--- config.mk ---
export PLATFORM = sky130hd
export DESIGN_NAME = ebfc_top
export DESIGN_NICKNAME = d
export VERILOG_FILES = /design/src/rtl/ebfc_pkg.sv /design/src/rtl/ebfc_filt_if.sv /design/src/rtl/ebfc_filter.sv /design/src/rtl/ebfc_top.sv
export VERILOG_INCLUDE_DIRS = /design/src /design/src/rtl
export SDC_FILE = /design/constraint.sdc
export NUM_CORES = 1
export LEC_CHECK = 0
export ABC_AREA = 1
export BUFFER_PORTS_ARGS = -buffer_cell sky130_fd_sc_hd__buf_2
export CELL_PAD_IN_SITES_DETAIL_PLACEMENT = 1
export CELL_PAD_IN_SITES_GLOBAL_PLACEMENT = 1
export CORE_ASPECT_RATIO = 1.25
export CORE_UTILIZATION = 20
export DETAILED_ROUTE_END_ITERATION = 16
export GPL_TIMING_DRIVEN = 0
export PLACE_DENSITY = 0.8
export SLEW_MARGIN = 30
export SYNTH_ARGS = -nofsm -noshare
export SYNTH_HDL_FRONTEND = slang
export SYNTH_SLANG_ARGS = --single-unit
--- constraint.sdc ---
create_clock -name sys_clk -period 1.2 [get_ports sys_clk]
set_clock_uncertainty 0.15 [all_clocks]
set_input_delay 0.12 -clock sys_clk [delete_from_list [all_inputs] [get_ports sys_clk]]
set_output_delay 0.12 -clock sys_clk [all_outputs]
set_load 0.05 [all_outputs]
--- src/rtl/ebfc_defines.svh ---
// Contract
// While bus master, extended user pins show the four extended output levels.
// Each stored one drives its pin high, each zero drives it low.
// Extended user pins are offered only with extended bus mode selected.
// Software writes zeros to reserved bits eleven to five and bit three.
// Hold edge select zero: falling edge; one: half a clock later, rising.
// Compress on match alone: assert compress when destination hits a filter entry.
// Compress on miss alone: assert compress when destination hits no entry.
// Software never sets compress on match and compress on miss together.
// Both compress bits zero: compress output stays undriven.
// Compress is never asserted for a broadcast destination.
// Reject on match set discards filter hits; clear accepts them normally.
// Reject on match inverts only the filter memory term, not other accepts; the code also blocks the accept-all physical and multicast terms on a hit.
// Reject on match with accept broadcast: all broadcasts accepted, hits rejected.
// Hardware reset clears bits except output levels; software reset changes nothing; the code also clears the output levels to 4'h0.
// Software writes the register only while the device sits in software reset; the code accepts writes whatever soft_reset_active is.
// Reserved bits may read any value; writable fields read back the last value.
`ifndef EBFC_DEFINES_SVH
`define EBFC_DEFINES_SVH

`define EBFC_ADDR_W 8
`define EBFC_REG_OFFSET 8'h00
`define EBFC_REG_W 16
`define EBFC_EXTENDED_OUTPUT_LEVELS_MSB 15
`define EBFC_EXTENDED_OUTPUT_LEVELS_LSB 12
`define EBFC_HOLD_EDGE_BIT 4
`define EBFC_CMP_MATCH_BIT 2
`define EBFC_CMP_MISS_BIT 1
`define EBFC_REJECT_BIT 0
`define EBFC_WRITABLE_MASK 16'hF017
`define EBFC_CFG_RESET 16'h0000
`define EBFC_EXTENDED_OUTPUT_LEVELS_RESET 4'h0
`define EBFC_MDC_EXT_BIT 15
`define EBFC_LANE_LO 0
`define EBFC_LANE_HI 1

`endif

--- src/rtl/ebfc_pkg.sv ---
`include "ebfc_defines.svh"
package ebfc_pkg;
  typedef logic [`EBFC_EXTENDED_OUTPUT_LEVELS_MSB-`EBFC_EXTENDED_OUTPUT_LEVELS_LSB:0] ebfc_extended_output_levels_t;
  typedef logic [`EBFC_REG_W-1:0] ebfc_word_t;
  typedef logic [`EBFC_ADDR_W-1:0] ebfc_addr_t;
  typedef struct packed {
    logic hold_edge_select;
    logic compress_on_match;
    logic compress_on_miss;
    logic reject_on_filter_match;
  } ebfc_ctrl_t;
endpackage : ebfc_pkg

--- src/rtl/ebfc_filt_if.sv ---
`timescale 1ns/1ps
interface ebfc_filt_if;
  import ebfc_pkg::*;
  ebfc_ctrl_t ctrl;
  logic accept_broadcast;
  logic accept_all_physical;
  logic accept_all_multicast;
  logic filter_valid;
  logic filter_match;
  logic dest_broadcast;
  logic dest_multicast;
  logic frame_end;
  logic packet_accept;
  logic packet_compress;
  modport top (
    output ctrl, accept_broadcast, accept_all_physical, accept_all_multicast,
    output filter_valid, filter_match, dest_broadcast, dest_multicast, frame_end,
    input packet_accept, packet_compress
  );
  modport filt (
    input ctrl, accept_broadcast, accept_all_physical, accept_all_multicast,
    input filter_valid, filter_match, dest_broadcast, dest_multicast, frame_end,
    output packet_accept, packet_compress
  );
endinterface : ebfc_filt_if

--- src/rtl/ebfc_filter.sv ---
`timescale 1ns/1ps
module ebfc_filter (
  // clock and reset
  input wire logic sys_clk,
  input wire logic rst,
  // configuration and filter results
  ebfc_filt_if.filt fi
);
  import ebfc_pkg::*;

  logic filter_term;
  logic accept_nxt;
  logic compress_nxt;

  always_comb begin
    // only the filter memory term is inverted
    filter_term = fi.ctrl.reject_on_filter_match ? ~fi.filter_match : fi.filter_match;
    accept_nxt = (fi.dest_broadcast & fi.accept_broadcast)
      | (~(fi.ctrl.reject_on_filter_match & fi.filter_match)
      & (filter_term
      | (fi.accept_all_physical & ~fi.dest_multicast)
      | (fi.accept_all_multicast & fi.dest_multicast)));
    compress_nxt = 1'b0;
    if (!fi.dest_broadcast) begin
      if (fi.ctrl.compress_on_match && !fi.ctrl.compress_on_miss) begin
        compress_nxt = fi.filter_match;
      end else if (fi.ctrl.compress_on_miss && !fi.ctrl.compress_on_match) begin
        compress_nxt = ~fi.filter_match;
      end
    end
  end

  // result held until the next decision or end of frame
  always_ff @(posedge sys_clk) begin
    if (rst) begin
      fi.packet_accept <= 1'b0;
    end else if (fi.filter_valid) begin
      fi.packet_accept <= accept_nxt;
    end else if (fi.frame_end) begin
      fi.packet_accept <= 1'b0;
    end
  end

  always_ff @(posedge sys_clk) begin
    if (rst) begin
      fi.packet_compress <= 1'b0;
    end else if (fi.filter_valid) begin
      fi.packet_compress <= compress_nxt;
    end else if (fi.frame_end) begin
      fi.packet_compress <= 1'b0;
    end
  end
endmodule : ebfc_filter

--- src/rtl/ebfc_top.sv ---
`timescale 1ns/1ps
module ebfc_top (
  // clock and reset
  input wire logic sys_clk,
  input wire logic rst,
  // wishbone slave
  input wire logic wb_cyc_i,
  input wire logic wb_stb_i,
  input wire logic wb_we_i,
  input wire ebfc_pkg::ebfc_addr_t wb_adr_i,
  input wire logic [3:0] wb_sel_i,
  input wire logic [31:0] wb_dat_i,
  output logic [31:0] wb_dat_o,
  output logic wb_ack_o,
  // device state
  input wire logic bus_master,
  input wire ebfc_pkg::ebfc_word_t main_data_config,
  input wire logic soft_reset_active,
  // hold request
  input wire logic hold_req_in,
  output logic hold_req_out,
  // receive control and filter results
  input wire logic accept_broadcast,
  input wire logic accept_all_physical,
  input wire logic accept_all_multicast,
  input wire logic filter_valid,
  input wire logic filter_match,
  input wire logic dest_broadcast,
  input wire logic dest_multicast,
  input wire logic frame_end,
  output logic packet_accept,
  // pins
  output ebfc_pkg::ebfc_extended_output_levels_t extended_user_pins,
  output logic extended_user_pins_oe_n,
  output logic packet_compress_out,
  output logic packet_compress_out_oe_n
);
  import ebfc_pkg::*;

  ebfc_extended_output_levels_t extended_output_levels_r;
  ebfc_ctrl_t ctrl_r;
  logic hit;
  logic req;
  logic wr;
  logic hold_rise_r;
  logic hold_fall_r;
  ebfc_word_t reg_view;
  ebfc_filt_if fi ();
  localparam ebfc_extended_output_levels_t EXTENDED_OUTPUT_LEVELS_RESET = `EBFC_EXTENDED_OUTPUT_LEVELS_RESET;
  localparam ebfc_word_t CFG_RESET = `EBFC_CFG_RESET;

  function automatic logic addr_hit(input ebfc_addr_t a);
    addr_hit = (a == `EBFC_REG_OFFSET);
  endfunction : addr_hit

  // byte lane qualifier of an accepted write
  function automatic logic lane_write(input logic w, input logic [3:0] sel, input int lane);
    lane_write = w & sel[lane];
  endfunction : lane_write

  assign hit = addr_hit(wb_adr_i);
  assign req = wb_cyc_i & wb_stb_i;
  assign wr = req & wb_ack_o & wb_we_i & hit;

  always_comb begin
    reg_view = `EBFC_CFG_RESET;
    reg_view[`EBFC_EXTENDED_OUTPUT_LEVELS_MSB:`EBFC_EXTENDED_OUTPUT_LEVELS_LSB] = extended_output_levels_r;
    reg_view[`EBFC_HOLD_EDGE_BIT] = ctrl_r.hold_edge_select;
    reg_view[`EBFC_CMP_MATCH_BIT] = ctrl_r.compress_on_match;
    reg_view[`EBFC_CMP_MISS_BIT] = ctrl_r.compress_on_miss;
    reg_view[`EBFC_REJECT_BIT] = ctrl_r.reject_on_filter_match;
    reg_view = reg_view & `EBFC_WRITABLE_MASK;
  end

  // one wait state; ack drops the cycle after it is given
  always_ff @(posedge sys_clk) begin
    if (rst) begin
      wb_ack_o <= 1'b0;
    end else begin
      wb_ack_o <= req & ~wb_ack_o;
    end
  end

  always_ff @(posedge sys_clk) begin
    if (rst) begin
      wb_dat_o <= '0;
    end else if (req && !wb_ack_o) begin
      wb_dat_o <= hit ? 32'(reg_view) : '0;
    end
  end

  // software reset has no effect; writes rely on software sequencing
  for (genvar b = 0; b < $bits(ebfc_extended_output_levels_t); b = b + 1) begin : g_extended_output_levels
    always_ff @(posedge sys_clk) begin
      if (rst) begin
        extended_output_levels_r[b] <= EXTENDED_OUTPUT_LEVELS_RESET[b];
      end else if (lane_write(wr, wb_sel_i, `EBFC_LANE_HI)) begin
        extended_output_levels_r[b] <= wb_dat_i[`EBFC_EXTENDED_OUTPUT_LEVELS_LSB + b];
      end
    end
  end

  always_ff @(posedge sys_clk) begin
    if (rst) begin
      ctrl_r.hold_edge_select <= CFG_RESET[`EBFC_HOLD_EDGE_BIT];
    end else if (lane_write(wr, wb_sel_i, `EBFC_LANE_LO)) begin
      ctrl_r.hold_edge_select <= wb_dat_i[`EBFC_HOLD_EDGE_BIT];
    end
  end

  always_ff @(posedge sys_clk) begin
    if (rst) begin
      ctrl_r.compress_on_match <= CFG_RESET[`EBFC_CMP_MATCH_BIT];
    end else if (lane_write(wr, wb_sel_i, `EBFC_LANE_LO)) begin
      ctrl_r.compress_on_match <= wb_dat_i[`EBFC_CMP_MATCH_BIT];
    end
  end

  always_ff @(posedge sys_clk) begin
    if (rst) begin
      ctrl_r.compress_on_miss <= CFG_RESET[`EBFC_CMP_MISS_BIT];
    end else if (lane_write(wr, wb_sel_i, `EBFC_LANE_LO)) begin
      ctrl_r.compress_on_miss <= wb_dat_i[`EBFC_CMP_MISS_BIT];
    end
  end

  always_ff @(posedge sys_clk) begin
    if (rst) begin
      ctrl_r.reject_on_filter_match <= CFG_RESET[`EBFC_REJECT_BIT];
    end else if (lane_write(wr, wb_sel_i, `EBFC_LANE_LO)) begin
      ctrl_r.reject_on_filter_match <= wb_dat_i[`EBFC_REJECT_BIT];
    end
  end

  // extended user pins
  always_comb begin
    extended_user_pins = extended_output_levels_r;
    extended_user_pins_oe_n = ~(bus_master & main_data_config[`EBFC_MDC_EXT_BIT]);
  end

  // hold request on either clock edge
  always_ff @(negedge sys_clk) begin
    if (rst) begin
      hold_fall_r <= 1'b0;
    end else begin
      hold_fall_r <= hold_req_in;
    end
  end

  always_ff @(posedge sys_clk) begin
    if (rst) begin
      hold_rise_r <= 1'b0;
    end else begin
      hold_rise_r <= hold_req_in;
    end
  end

  assign hold_req_out = ctrl_r.hold_edge_select ? hold_rise_r : hold_fall_r;

  // filter decision
  assign fi.ctrl = ctrl_r;
  assign fi.accept_broadcast = accept_broadcast;
  assign fi.accept_all_physical = accept_all_physical;
  assign fi.accept_all_multicast = accept_all_multicast;
  assign fi.filter_valid = filter_valid;
  assign fi.filter_match = filter_match;
  assign fi.dest_broadcast = dest_broadcast;
  assign fi.dest_multicast = dest_multicast;
  assign fi.frame_end = frame_end;

  ebfc_filter u_filter (
    .sys_clk(sys_clk),
    .rst(rst),
    .fi(fi.filt)
  );

  assign packet_accept = fi.packet_accept;
  assign packet_compress_out = fi.packet_compress;
  assign packet_compress_out_oe_n = ~(ctrl_r.compress_on_match | ctrl_r.compress_on_miss);

endmodule : ebfc_top

==> impl_metrics.py <==
metrics = {
    "setup_path": {
        "required_ps": 930,
        "crit_buf_inv": 1,
        "rr_startpoint": "wb_ack_o",
        "critical-path-top-delay-family": "flip-flops",
        "cp-startpoint": "hold_fall_r",
        "crit_path_top_delay_cell": "dfxtp_2",
        "cp-start-kind": "flop",
        "arrival_ps": 1480,
        "crit_fanout": 1,
        "reg2reg_depth": 6,
        "setup.worst_path.end_class": "output port",
        "critical-path-max-stage-delay_ps": 310,
        "cp_num_cells": 3,
        "worstSetupPathType": "flop to output port",
        "cp_cell_sequence": "nand2_2 > nand2_4 > buf_8",
    },
    "timing": {
        "final.setup.worst_slack_ps": -547,
        "hold_viol": 0,
        "setup_viol": 9,
        "fin_setup_tns_ps": -1010,
        "drv_slew": 0,
        "grt_setup_unrepaired": "yes",
    },
    "cells_and_area": {
        "final_util_pct": 33.1,
        "layout_common_cells": "buf_2 (46), nand2_1 (35), buf_4 (32)",
        "nFillCells": 746,
        "finish.instance_area_mm2": 0.00193,
        "diodes": 0,
        "syn2layout_area_growth_pct": 58.1,
        "nNetsFinal": 346,
        "final_common_cell": "buf_2",
        "drive_gt1_share_pct": 44.4,
    },
    "synth": {
        "seq_area_frac_synth_pct": 34.5,
        "synth_warnings": 0,
        "ys_async_sr_fraction_pct": 0,
        "syn_area_mm2": 0.00122,
        "avgSynthCellArea_um2": 7.00,
        "synth_cells": 174,
        "synth_flop_cell": "dfxtp_1",
        "synth_seq_cells": 21,
        "synth_edf_count": 0,
        "synth_cell_types": 19,
    },
    "power": {
        "irDropWorstVdd_mv": 0.328,
        "total_power_mw": 1.72,
        "power_density_mw_per_mm2": 894,
        "power.leakage_nw": 1.04,
    },
    "place": {
        "placed_area_mm2": 0.00166,
        "dpl.hpwl_mm": 2.51,
        "place_congestion": 0.720,
        "io_buffers": 51,
    },
    "min_path": {
        "whs_path_depth": 4,
        "hp-start": "dest_broadcast",
        "hold_class": "primary input to flop",
    },
    "grt": {
        "grt-ovfl-total": 0,
        "grt_pass1_vias": 1198,
        "grt_pass1_wl_mm": 4.98,
        "grt_usage_pct": 9.94,
        "grt_start_max_net_pins": 12,
        "antenna_found_initial": 0,
    },
    "die": {
        "start_util_pct": 20.9,
        "dieHeight_um": 89.3,
        "coreArea_mm2": 0.00582,
        "core.rowCount": 31,
        "die-area_mm2": 0.00641,
        "fp.dieW_um": 71.8,
        "ioPinCount": 118,
    },
    "clock_tree": {
        "h-tree-depth": 1,
        "clk_path_buf_depth": 2,
        "clock-sinks": 21,
        "cts_tree": "yes",
        "clock-root-buffer": "clkbuf_8",
        "cts_made_buffers": 3,
        "worstSkewPairLatency_ps": 260,
        "cts.reportedPaths.clkPinSlew_ps": 80,
    },
    "drt": {
        "num_vias": 1282,
        "routed_wl_mm": 3.22,
        "drc": 0,
        "vias_per_cell": 3.84,
        "detail_route.wl_per_cell_um": 9.65,
        "initialDrtViolationCount": 43,
        "dr.pass1.iters": 4,
        "ant_nets": 0,
    },
    "job": {
        "maxCapViolCount": 0,
    },
    "outcome": {
        "status": "finished with violations",
        "failed_checks": "negative setup slack",
    },
}
routing by layer:
metal | wire length [µm] | GRT usage (%) | share of wire [%]
met2 | 1710 | 19.3 | 53
met4 | 57 | 4.28 | 1.8
met3 | 202 | 1.69 | 6.3
met1 | 1250 | 10.5 | 39
met5 | 0 | 0 | 0
worst reg2reg max path, delay by kind of cell (launching register included):
| kind | cells | cell delay (ps) |
|---|---|---|
| and+or+nand+nor | 5 | 500 |
| DFF | 1 | 370 |
| buffers and inverters | 1 | 150 |
final timing paths:
check / endpoint / slack (ps)
worst min-delay path: u_filter.fi.packet_compress / 10
worst max-delay path: hold_req_out / -550
worst min register to register: wb_ack_o / 300
worst max register to register: ctrl_r[3] / -70
power by group:
group / total (mW) / internal [mW] / switching, mW
logic: 0.532 / 0.175 / 0.357
registers: 0.731 / 0.719 / 0.0114
clock network: 0.459 / 0.232 / 0.227
total: 1.72 / 1.13 / 0.596
area by class of cell:
type                            count  area, µm²  share of cell area, %
Tap cell                           66       82.6                   4.29
Timing Repair Buffer               67        438                   22.7
Clock buffer                        3       41.3                   2.14
Multi-Input combinational cell    116        597                   31.0
Inverter                           32        120                   6.23
Buffer                             27        211                   11.0
Clock inverter                      2       7.51                  0.390
Sequential cell                    21        429                   22.3
kinds of logic after synthesis:
logic type	count (synthesis)	share of synthesized area, %
simple gates	72	27.0
buf+inv	60	27.2
fa+ha+maj	1	1.03
other cells	1	0.308
compound gates	19	9.96
flops	21	34.5
cells in the mapped netlist (2+ instances only):
cell type  count  share of area, %
buf_6          2               1.8
nor2_1        14               4.3
dfxtp_1       21                34
nand2_1       39                12
o21ai_0        9               3.7
buf_4         24                15
nor2_4         2               1.8
a21oi_1        3               1.2
nand3_2        2               1.6
a21oi_2        7               5.0
nand4_1        8               4.1
inv_1         33                10
nand3_1        4               1.6
repair_timing:
item                                   in CTS  in global routing
resized for setup                          15                 18
setup endpoints to repair                  13                 16
endpoints found under the hold margin       4                  0
setup buffers                               4                  8
hold buffers                                4                  0
pin swaps                                  12                 14
registers in the layout (all words and copies together), names as in the netlist:
register and count:
extended_user_pins 4, u_filter.fi.packet_accept 1, wb_ack_o 1, hold_fall_r 1
ctrl_r 4, hold_rise_r 1, u_filter.fi.packet_compress 1, wb_dat_o 8
through the flow:
| step | hold WS, ps | worst slack (ps) | std cells |
|---|---|---|---|
| after floorplan | 37.1 | -165 | 197 |
| after CTS | 0.602 | -559 | 326 |
| final | 10.1 | -547 | 334 |
| after global placement | 202 | -323 | 314 |
| after global routing | 16.7 | -589 | 334 |
| after detailed placement | 210 | -330 | 314 |
(Power assumes the default switching activity.)
